--- config.mk ---
export PLATFORM = sky130hd
export DESIGN_NAME = rtd_detector
export DESIGN_NICKNAME = d
export VERILOG_FILES = /design/src/rtd_pkg.sv /design/src/rtd_debounce.sv /design/src/rtd_detector.sv
export SDC_FILE = /design/constraint.sdc
export NUM_CORES = 1
export LEC_CHECK = 0
export BUFFER_PORTS_ARGS = -buffer_cell sky130_fd_sc_hd__buf_2
export CAP_MARGIN = 20
export CORE_MARGIN = 3
export CORE_UTILIZATION = 55
export DETAILED_ROUTE_END_ITERATION = 10
export GPL_ROUTABILITY_DRIVEN = 0
export GPL_TIMING_DRIVEN = 0
export PLACE_DENSITY = 0.74
export SETUP_SLACK_MARGIN = 0.1
export SLEW_MARGIN = 20
export SYNTH_ARGS = -nofsm -noshare
export SYNTH_HDL_FRONTEND = slang
export SYNTH_SLANG_ARGS = --single-unit
--- constraint.sdc ---
create_clock -name sys_clk -period 33.1 [get_ports sys_clk]
set_input_delay 6.62 -clock sys_clk [delete_from_list [all_inputs] [get_ports sys_clk]]
set_output_delay 6.62 -clock sys_clk [all_outputs]
set_load 0.005 [all_outputs]
--- src/rtd_pkg.sv ---
/*
 * Shared constants and types for the ring trip detector: direct and
 * indirect register addresses, field positions, reset values, linefeed
 * codes and timing constants.
 * Assumes a single 50 MHz system clock and an 8-bit direct register port.
 */
package rtd_pkg;

    // System clock rate, used to turn times into cycle counts.
    localparam int CLK_MHZ = 50;

    // Direct register addresses.
    localparam logic [6:0] ADDR_IRQ_PEND    = 7'h13;
    localparam logic [6:0] ADDR_IRQ_EN      = 7'h16;
    localparam logic [6:0] ADDR_IND_DATA_LO = 7'h1c;
    localparam logic [6:0] ADDR_IND_DATA_HI = 7'h1d;
    localparam logic [6:0] ADDR_IND_WRITE   = 7'h1e;
    localparam logic [6:0] ADDR_IND_READ    = 7'h1f;
    localparam logic [6:0] ADDR_LINEFEED    = 7'h40;
    localparam logic [6:0] ADDR_TRIP_STAT   = 7'h44;
    localparam logic [6:0] ADDR_DEBOUNCE    = 7'h46;
    localparam logic [6:0] ADDR_HIGH_BATTERY_LEVEL       = 7'h4a;
    localparam logic [6:0] ADDR_LOOP_CUR    = 7'h4f;
    localparam logic [6:0] ADDR_ILIM        = 7'h6c;

    // Indirect register indices.
    localparam logic [7:0] IND_THRESHOLD = 8'h10;
    localparam logic [7:0] IND_FILT_COEF = 8'h17;
    localparam logic [7:0] IND_HEADROOM  = 8'h1b;

    // Field positions and widths.
    localparam int TRIP_BIT    = 0;
    localparam int BOOST_BIT   = 7;
    localparam int COEF_W      = 13;
    localparam int THR_W       = 6;
    localparam int DEB_W       = 7;
    localparam int VBAT_W      = 6;
    localparam int HEAD_W      = 4;
    localparam int LF_W        = 3;
    localparam int FILT_W      = 16;

    // Linefeed codes.
    localparam logic [2:0] LF_OPEN    = 3'h0;
    localparam logic [2:0] LF_RINGING = 3'h4;

    // Reset values.
    localparam logic [7:0]  RST_BYTE = 8'h00;
    localparam logic [15:0] RST_WORD = 16'h0000;

    // Current limit boost length after ringing ends.
    localparam int BOOST_TIME_US = 1000;
    localparam int BOOST_CYCLES  = BOOST_TIME_US * CLK_MHZ;

    // One direct register access from the control port.
    typedef struct packed
    {
        logic [6:0] addr;
        logic [7:0] wrData;
        logic       wrEn;
        logic       rdEn;
    } rtd_regreq_t;

    // Current limit boost sequencer states.
    typedef enum logic [1:0]
    {
        BST_IDLE = 2'b00,
        BST_RUN  = 2'b01
    } rtd_boost_t;

endpackage

--- src/rtd_debounce.sv ---
/*
 * Debouncer for the ring trip comparator: the output changes only after
 * the input has held the opposite level for a whole programmed interval.
 * Assumes sampleEn is a one-cycle pulse on sys_clk and interval counts
 * samples; clear returns the output to the inactive level.
 */
module rtd_debounce
(
    input  wire logic                      sys_clk,
    input  wire logic                      rst_n,
    input  wire logic                      clear,
    input  wire logic                      sampleEn,
    input  wire logic                      rawIn,
    input  wire logic [rtd_pkg::DEB_W-1:0] interval,
    output logic                           level,
    output logic                           rise
);
    import rtd_pkg::*;

    logic [DEB_W-1:0] cnt_ff;
    logic [DEB_W-1:0] nxt_cnt;
    logic             level_ff;
    logic             rise_ff;
    wire              differs = rawIn != level_ff;
    wire  [DEB_W-1:0] cntInc  = cnt_ff + 1'b1;
    // An interval of zero lets a single opposite sample through.
    wire              expired = differs && (cntInc >= interval);
    wire              flip    = sampleEn && expired;

    // Count consecutive opposite samples; any agreeing sample restarts it.
    assign nxt_cnt = (!differs || flip) ? '0 : (sampleEn ? cntInc : cnt_ff);

    always_ff @(posedge sys_clk)
    begin
        if (!rst_n || clear)
        begin
            cnt_ff   <= '0;
            level_ff <= 1'b0;
            rise_ff  <= 1'b0;
        end
        else
        begin
            cnt_ff   <= nxt_cnt;
            level_ff <= flip ? ~level_ff : level_ff;
            rise_ff  <= flip && !level_ff;
        end
    end

    assign level = level_ff;
    assign rise  = rise_ff;
endmodule

--- src/rtd_detector.sv ---
/*
 * Ring trip detector with the ringing common-mode and current limit
 * controls: direct and indirect registers, loop current low-pass filter,
 * threshold compare, debounce, status and interrupt pending logic.
 * Assumes loop current samples and register strobes come from logic on
 * sys_clk; reads answer one cycle after the read strobe.
 */
// Notes on behaviour
// Loop current samples are used for trip detection only in the ringing linefeed state.
// Samples pass through a one-pole low-pass filter with a 13-bit coefficient.
// The filter output is compared with a 6-bit threshold and fed to a debouncer.
// The debounced output changes only after a full interval of the opposite level.
// A satisfied debounce sets the ring trip detected status bit.
// A ring trip interrupt is raised only while its enable bit is set.
// A pending ring trip interrupt is held in its own bit of a status register.
// The trip detected status is read only; writes leave it untouched.
// During ringing the common-mode level is half of battery minus headroom.
// The ringing headroom is a 4-bit indirect field at 1.5 V per step.
// With the boost bit set the current limit is raised briefly after ringing ends; the code boosts only when ringing ends into a non-open state.
// Software picks coefficient, threshold and interval to suit the ringing frequency.
// Software keeps the battery setting above the peak ringing voltage.
// Writing 100 binary to the linefeed field enters the ringing state.
// The pending bit stays set until software clears it.
module rtd_detector
#(
    parameter int BOOST_LEN = rtd_pkg::BOOST_CYCLES
)
(
    input  wire logic                 sys_clk,
    input  wire logic                 rst_n,
    input  wire rtd_pkg::rtd_regreq_t regReq,
    input  wire logic [7:0]           loopCurrent,
    input  wire logic                 loopValid,
    output logic [7:0]                regRdData,
    output logic                      tripIrq,
    output logic [6:0]                ringCmLevel,
    output logic                      ringingActive,
    output logic                      currentBoost
);
    import rtd_pkg::*;

    // Direct registers.
    logic [LF_W-1:0]   linefeed_ff;
    logic              irqEnable_ff;
    logic              irqPending_ff;
    logic [DEB_W-1:0]  debounce_ff;
    logic [VBAT_W-1:0] high_battery_level_ff;
    logic              boostEn_ff;
    logic [7:0]        loopCur_ff;
    logic [15:0]       indData_ff;
    // Indirect registers.
    logic [THR_W-1:0]  threshold_ff;
    logic [COEF_W-1:0] coef_ff;
    logic [HEAD_W-1:0] headroom_ff;
    // Datapath and outputs.
    logic [FILT_W-1:0] filt_ff;
    logic [FILT_W-1:0] nxt_filt;
    logic [7:0]        regRdData_ff;
    logic [6:0]        cmLevel_ff;
    logic              ringing_ff;
    logic              tripIrq_ff;
    logic              boost_ff;
    rtd_boost_t        bstState_ff;
    logic [31:0]       bstCnt_ff;
    logic              tripLevel;
    logic              tripRise;

    // Address decode.
    wire wrStb   = regReq.wrEn;
    wire wrPend  = wrStb && (regReq.addr == ADDR_IRQ_PEND);
    wire wrEnab  = wrStb && (regReq.addr == ADDR_IRQ_EN);
    wire wrLo    = wrStb && (regReq.addr == ADDR_IND_DATA_LO);
    wire wrHi    = wrStb && (regReq.addr == ADDR_IND_DATA_HI);
    wire wrInd   = wrStb && (regReq.addr == ADDR_IND_WRITE);
    wire rdInd   = wrStb && (regReq.addr == ADDR_IND_READ);
    wire wrLf    = wrStb && (regReq.addr == ADDR_LINEFEED);
    wire wrDeb   = wrStb && (regReq.addr == ADDR_DEBOUNCE);
    wire wrVbat  = wrStb && (regReq.addr == ADDR_HIGH_BATTERY_LEVEL);
    wire wrIlim  = wrStb && (regReq.addr == ADDR_ILIM);
    wire [7:0] indIdx = regReq.wrData;

    wire ringing  = linefeed_ff == LF_RINGING;
    wire sampleEn = loopValid && ringing;
    // Ringing has ended into a powered (non-open) dc feed state.
    wire leaveRing = ringing && wrLf && (regReq.wrData[LF_W-1:0] != LF_RINGING)
                     && (regReq.wrData[LF_W-1:0] != LF_OPEN);

    // One-pole low-pass: y += (x - y) * coef / 2^13, x scaled to 8.8 format.
    wire signed [16:0] filtDiff = $signed({1'b0, loopCurrent, 8'h00})
                                  - $signed({1'b0, filt_ff});
    wire signed [30:0] filtProd = filtDiff * $signed({1'b0, coef_ff});
    wire signed [30:0] filtStep = filtProd >>> COEF_W;
    wire        [16:0] filtSum  = {1'b0, filt_ff} + filtStep[16:0];
    assign nxt_filt = sampleEn ? filtSum[FILT_W-1:0] : filt_ff;

    // Integer part of the filtered current against the threshold.
    wire tripRaw = filt_ff[FILT_W-1:8] > {{(8-THR_W){1'b0}}, threshold_ff};

    // Common-mode level in half-steps of 1.5 V, clamped at zero.
    wire [6:0] cmDiff  = {1'b0, high_battery_level_ff} - {3'b000, headroom_ff};
    wire [6:0] cmLevel = (high_battery_level_ff > {2'b00, headroom_ff}) ? cmDiff : 7'h00;

    // Read multiplexer; unmapped addresses read as zero.
    wire [7:0] rdMux =
        (regReq.addr == ADDR_IRQ_PEND)    ? {7'h00, irqPending_ff} :
        (regReq.addr == ADDR_IRQ_EN)      ? {7'h00, irqEnable_ff} :
        (regReq.addr == ADDR_IND_DATA_LO) ? indData_ff[7:0] :
        (regReq.addr == ADDR_IND_DATA_HI) ? indData_ff[15:8] :
        (regReq.addr == ADDR_LINEFEED)    ? {5'h00, linefeed_ff} :
        (regReq.addr == ADDR_TRIP_STAT)   ? {7'h00, tripLevel} :
        (regReq.addr == ADDR_DEBOUNCE)    ? {1'b0, debounce_ff} :
        (regReq.addr == ADDR_HIGH_BATTERY_LEVEL)       ? {2'b00, high_battery_level_ff} :
        (regReq.addr == ADDR_LOOP_CUR)    ? loopCur_ff :
        (regReq.addr == ADDR_ILIM)        ? {boostEn_ff, 7'h00} : RST_BYTE;

    // Indirect read value selected by the index written to the read port.
    wire [15:0] indRdMux =
        (indIdx == IND_THRESHOLD) ? {10'h000, threshold_ff} :
        (indIdx == IND_FILT_COEF) ? {3'b000, coef_ff} :
        (indIdx == IND_HEADROOM)  ? {12'h000, headroom_ff} : RST_WORD;

    rtd_debounce u_debounce
    (
        .sys_clk  (sys_clk),
        .rst_n    (rst_n),
        .clear    (!ringing),
        .sampleEn (sampleEn),
        .rawIn    (tripRaw),
        .interval (debounce_ff),
        .level    (tripLevel),
        .rise     (tripRise)
    );

    // Direct register writes; the trip status has no write path at all.
    always_ff @(posedge sys_clk)
    begin
        if (!rst_n)
        begin
            linefeed_ff  <= LF_OPEN;
            irqEnable_ff <= 1'b0;
            debounce_ff  <= '0;
            high_battery_level_ff     <= '0;
            boostEn_ff   <= 1'b0;
        end
        else
        begin
            if (wrLf)   linefeed_ff  <= regReq.wrData[LF_W-1:0];
            if (wrEnab) irqEnable_ff <= regReq.wrData[TRIP_BIT];
            if (wrDeb)  debounce_ff  <= regReq.wrData[DEB_W-1:0];
            if (wrVbat) high_battery_level_ff     <= regReq.wrData[VBAT_W-1:0];
            if (wrIlim) boostEn_ff   <= regReq.wrData[BOOST_BIT];
        end
    end

    // Indirect data window and indirect registers.
    always_ff @(posedge sys_clk)
    begin
        if (!rst_n)
        begin
            indData_ff   <= RST_WORD;
            threshold_ff <= '0;
            coef_ff      <= '0;
            headroom_ff  <= '0;
        end
        else
        begin
            if (wrLo)  indData_ff[7:0]  <= regReq.wrData;
            if (wrHi)  indData_ff[15:8] <= regReq.wrData;
            if (rdInd) indData_ff       <= indRdMux;
            if (wrInd && indIdx == IND_THRESHOLD) threshold_ff <= indData_ff[THR_W-1:0];
            if (wrInd && indIdx == IND_FILT_COEF) coef_ff <= indData_ff[COEF_W-1:0];
            if (wrInd && indIdx == IND_HEADROOM)  headroom_ff <= indData_ff[HEAD_W-1:0];
        end
    end

    // Filter state, sample capture and pending flag; a new trip beats a clear.
    always_ff @(posedge sys_clk)
    begin
        if (!rst_n || !ringing)
        begin
            filt_ff <= RST_WORD;
        end
        else
        begin
            filt_ff <= nxt_filt;
        end
        if (!rst_n)
        begin
            loopCur_ff    <= RST_BYTE;
            irqPending_ff <= 1'b0;
            regRdData_ff  <= RST_BYTE;
            tripIrq_ff    <= 1'b0;
        end
        else
        begin
            if (loopValid) loopCur_ff <= loopCurrent;
            if (tripRise && irqEnable_ff)
                irqPending_ff <= 1'b1;
            else if (wrPend && regReq.wrData[TRIP_BIT])
                irqPending_ff <= 1'b0;
            if (regReq.rdEn) regRdData_ff <= rdMux;
            tripIrq_ff <= irqPending_ff && irqEnable_ff;
        end
    end

    // Common-mode level and ringing indication.
    always_ff @(posedge sys_clk)
    begin
        if (!rst_n)
        begin
            cmLevel_ff <= 7'h00;
            ringing_ff <= 1'b0;
        end
        else
        begin
            if (ringing) cmLevel_ff <= cmLevel;
            ringing_ff <= ringing;
        end
    end

    // Boost sequencer: a fixed-length current limit raise after ringing.
    always_ff @(posedge sys_clk)
    begin
        if (!rst_n)
        begin
            bstState_ff <= BST_IDLE;
            bstCnt_ff   <= '0;
            boost_ff    <= 1'b0;
        end
        else
        begin
            case (bstState_ff)
                BST_IDLE:
                begin
                    bstCnt_ff <= '0;
                    if (leaveRing && boostEn_ff)
                    begin
                        bstState_ff <= BST_RUN;
                        boost_ff    <= 1'b1;
                    end
                end
                BST_RUN:
                begin
                    bstCnt_ff <= bstCnt_ff + 1'b1;
                    if (bstCnt_ff == 32'(BOOST_LEN - 1))
                    begin
                        bstState_ff <= BST_IDLE;
                        boost_ff    <= 1'b0;
                    end
                end
                default:
                begin
                    bstState_ff <= BST_IDLE;
                    boost_ff    <= 1'b0;
                end
            endcase
        end
    end

    assign regRdData     = regRdData_ff;
    assign tripIrq       = tripIrq_ff;
    assign ringCmLevel   = cmLevel_ff;
    assign ringingActive = ringing_ff;
    assign currentBoost  = boost_ff;
endmodule

==> impl_metrics.tcl <==
set metrics [dict create \
    outcome "completed" \
    ys_ff_latch 141 \
    drv_slew 0 \
    cts_hold_buffers 0 \
    critical_path_buf_inv_count 6 \
    cts_buffers 17 \
    area_delta_synth_final_pct 8.15 \
    dieArea_mm2 0.0297 \
    grt_first_pass_wirelength_mm 64.0 \
    cts_sinks 141 \
    num_vias 12215 \
    num_antenna_cells 0 \
    antenna_found_initial 0 \
    grt_usage_pct 27.2 \
    ios 46 \
    critical-path-slowest-cell "fa_1" \
    grt_setup_unrepaired "false" \
    ant_nets 0 \
    setup_viol 0 \
    cp.required_ns 33.46 \
    drc 0 \
    insertion_delay_ns 0.42 \
    io_buffers 41 \
    peakVddDrop_v 0.0000426 \
    num-nets-final 2173 \
    rows 60 \
    drtIter0Drc 900 \
    hp-class "register to register" \
    cpMostUsedCell "fa_1" \
    dpl-instance-area_mm2 0.0158 \
    min_to "ringCmLevel[5]" \
    drtPass1Iterations 8 \
    total_power_uw 389 \
    worst_pin_slew_ns 0.950 \
    dieWidth_um 172 \
    synth_nets 2113 \
    synthDistinctLibCells 63 \
    final_hold_viol_count 0 \
    dp_hpwl_mm 31.1 \
    die_y_um 172 \
    ys_seq_area_share_pct 18.6 \
    cpPeakStageDelay_ns 0.57 \
    cts.reportedPaths.clkPinSlew_ns 0.06 \
    final_cell_mix "inv_1 (282), fa_1 (204), nand2_1 (202)" \
    wire_per_inst_um 17.7 \
    r2r_cells 37 \
    synthArstFlopShare_pct 0 \
    fin_skew_ns 0.00779 \
    worstPathMaxFanout 10 \
    fmaxAchievable_ghz 0.0614 \
    cts_resized 0 \
    drv_cap 0 \
    finalInstanceArea_mm2 0.0164 \
    yosysWarnings 0 \
    grt-ovfl-total 0 \
    h-tree-depth 4 \
    post-cts-setup-buffers 0 \
    r2r-start "filt_ff[0]" \
    p_leak_uw 0.00771 \
    syn_avg_cell_area_um2 8.61 \
    cp-end-kind "register" \
    synth_ff_type "dfxtp_1" \
    vias_per_cell 5.61 \
    crit_arrival_ns 16.65 \
    critPathLaunchType "input pin" \
    routed_wirelength_mm 38.5 \
    min_period_ns 16.29 \
    cts-root-buf "clkbuf_16" \
    final_common_cell "inv_1" \
    min_path_cells 2 \
    worstSetupPathType "input pin to register" \
    grt_max_degree 17 \
    ff2ff_setup_slack_ns 22.52 \
    initial_core_util_pct 56.2 \
    coreArea_mm2 0.0270 \
    period_share_pct 49.2 \
    critical-path-top-delay-family "adder cells" \
    crit_start "loopCurrent[1]" \
    holdWs_ns 0.451 \
    clockBufferDepth 2 \
    worst_r2r_endpoint "filt_ff[15]" \
    cts_tree "done" \
    syn-instance-count 1765 \
    fill_cells 2396 \
    synth-edff-count 0 \
    grt_pass1_vias 12604 \
    power_density_mw_per_mm2 23.7 \
    relSlewSlack_pct 36.5 \
    syn_area_mm2 0.0152 \
    drive_gt1_share_pct 5.01 \
    min_from "ringCmLevel[5]" \
    finalSetupTns_ns 0 \
]
-- cell families after synthesis --
| family | synth area share, % |
|---|---|
| AND/OR/NAND/NOR | 19.2 |
| multiplexers | 2.97 |
| XOR/XNOR | 5.19 |
| adder cells (fa/ha/maj) | 36.4 |
| buffers and inverters | 8.79 |
| AO/OA/AOI/OAI | 8.79 |
| flip-flops | 18.6 |
-- worst register-to-register path, delay by kind of cell, from the launching register on --
family	cells	cell delay (ns)
AOI/OAI and AO/OA	10	2.39
xor gates and xnor gates	1	0.41
adders and majority gates	9	3.79
buffers and inverters	7	1.35
DFF	1	0.49
and+or+nand+nor	10	2.11
-- stage by stage --
| stage | util, % | cells | worst slack (ns) |
|---|---|---|---|
| 6_report | 60.8 | 2179 | 16.81 |
| 3_3_place_gp | 58.6 | 2147 | 16.77 |
| 4_1_cts | 60.8 | 2179 | 16.89 |
| 3_5_place_dp | 58.6 | 2147 | 16.50 |
| 2_1_floorplan | - | 1765 | 17.99 |
| 5_1_grt | 60.8 | 2179 | 16.18 |
-- metal layers --
layer | routed length, um | track usage (%)
met2 | 18000 | 44.6
met5 | 0 | 0
met3 | 2530 | 4.78
met4 | 1720 | 11.2
met1 | 16300 | 35.9
-- cell type report --
cell class	count	area [um^2]	area share [%]
plain buffers	72	274	1.67
clock buffers	17	425	2.59
clock inverters	15	175	1.07
inverters	283	1060	6.46
multi-input cells	1269	11000	67.2
flip-flops and latches	141	2820	17.2
well taps	341	427	2.60
repair buffers	41	205	1.25
-- synth_stat cells, types with 8 or more instances --
cell      instances  area [um^2]
a211oi_1         12         90.1
a21o_1           16          120
a21oi_1          82          410
a222oi_1          9         90.1
a22oi_1          17          128
and2_1          107          669
and3_1           23          144
clkbuf_1         68          255
dfxtp_1         141         2820
fa_1            204         4080
ha_1            116         1450
inv_1           282         1060
mux2i_1          44          440
nand2_1         202          758
nand3_1          48          240
nand4_1          13         81.3
nor2_1          144          541
nor3_1           18         90.1
nor4_1            9         56.3
o21a_1           11         82.6
o21ai_0          16         80.1
or3_1             8         50.1
xnor2_1          59          517
xor2_1           31          272
-- registers in the layout, indices dropped and copies added (netlist names), 7 cells and up --
| signal | cells |
|---|---|
| filt_ff | 16 |
| debounce_ff | 7 |
| coef_ff | 13 |
| bstCnt_ff | 32 |
| u_debounce.cnt_ff | 7 |
| indData_ff | 16 |
| regRdData | 8 |
| ringCmLevel | 7 |
| loopCur_ff | 8 |
-- where the power goes --
group	switching [uW]	total (uW)	internal, uW
clock	81.2	195	114
sequential	0.635	171	170
combinational	17.1	22.9	5.82
total	98.9	389	290
-- worst max-delay path by stage --
| stage | to | slack [ns] | depth (start not counted) |
|---|---|---|---|
| after floorplan | filt_ff[15] | 17.99 | 36 |
| after global placement | filt_ff[15] | 16.77 | 37 |
| after detailed placement | filt_ff[15] | 16.50 | 37 |
| after CTS | filt_ff[15] | 16.89 | 37 |
| after global routing | filt_ff[15] | 16.18 | 37 |
| final | filt_ff[15] | 16.81 | 37 |
No activity file was read; power rests on OpenSTA's default activity.
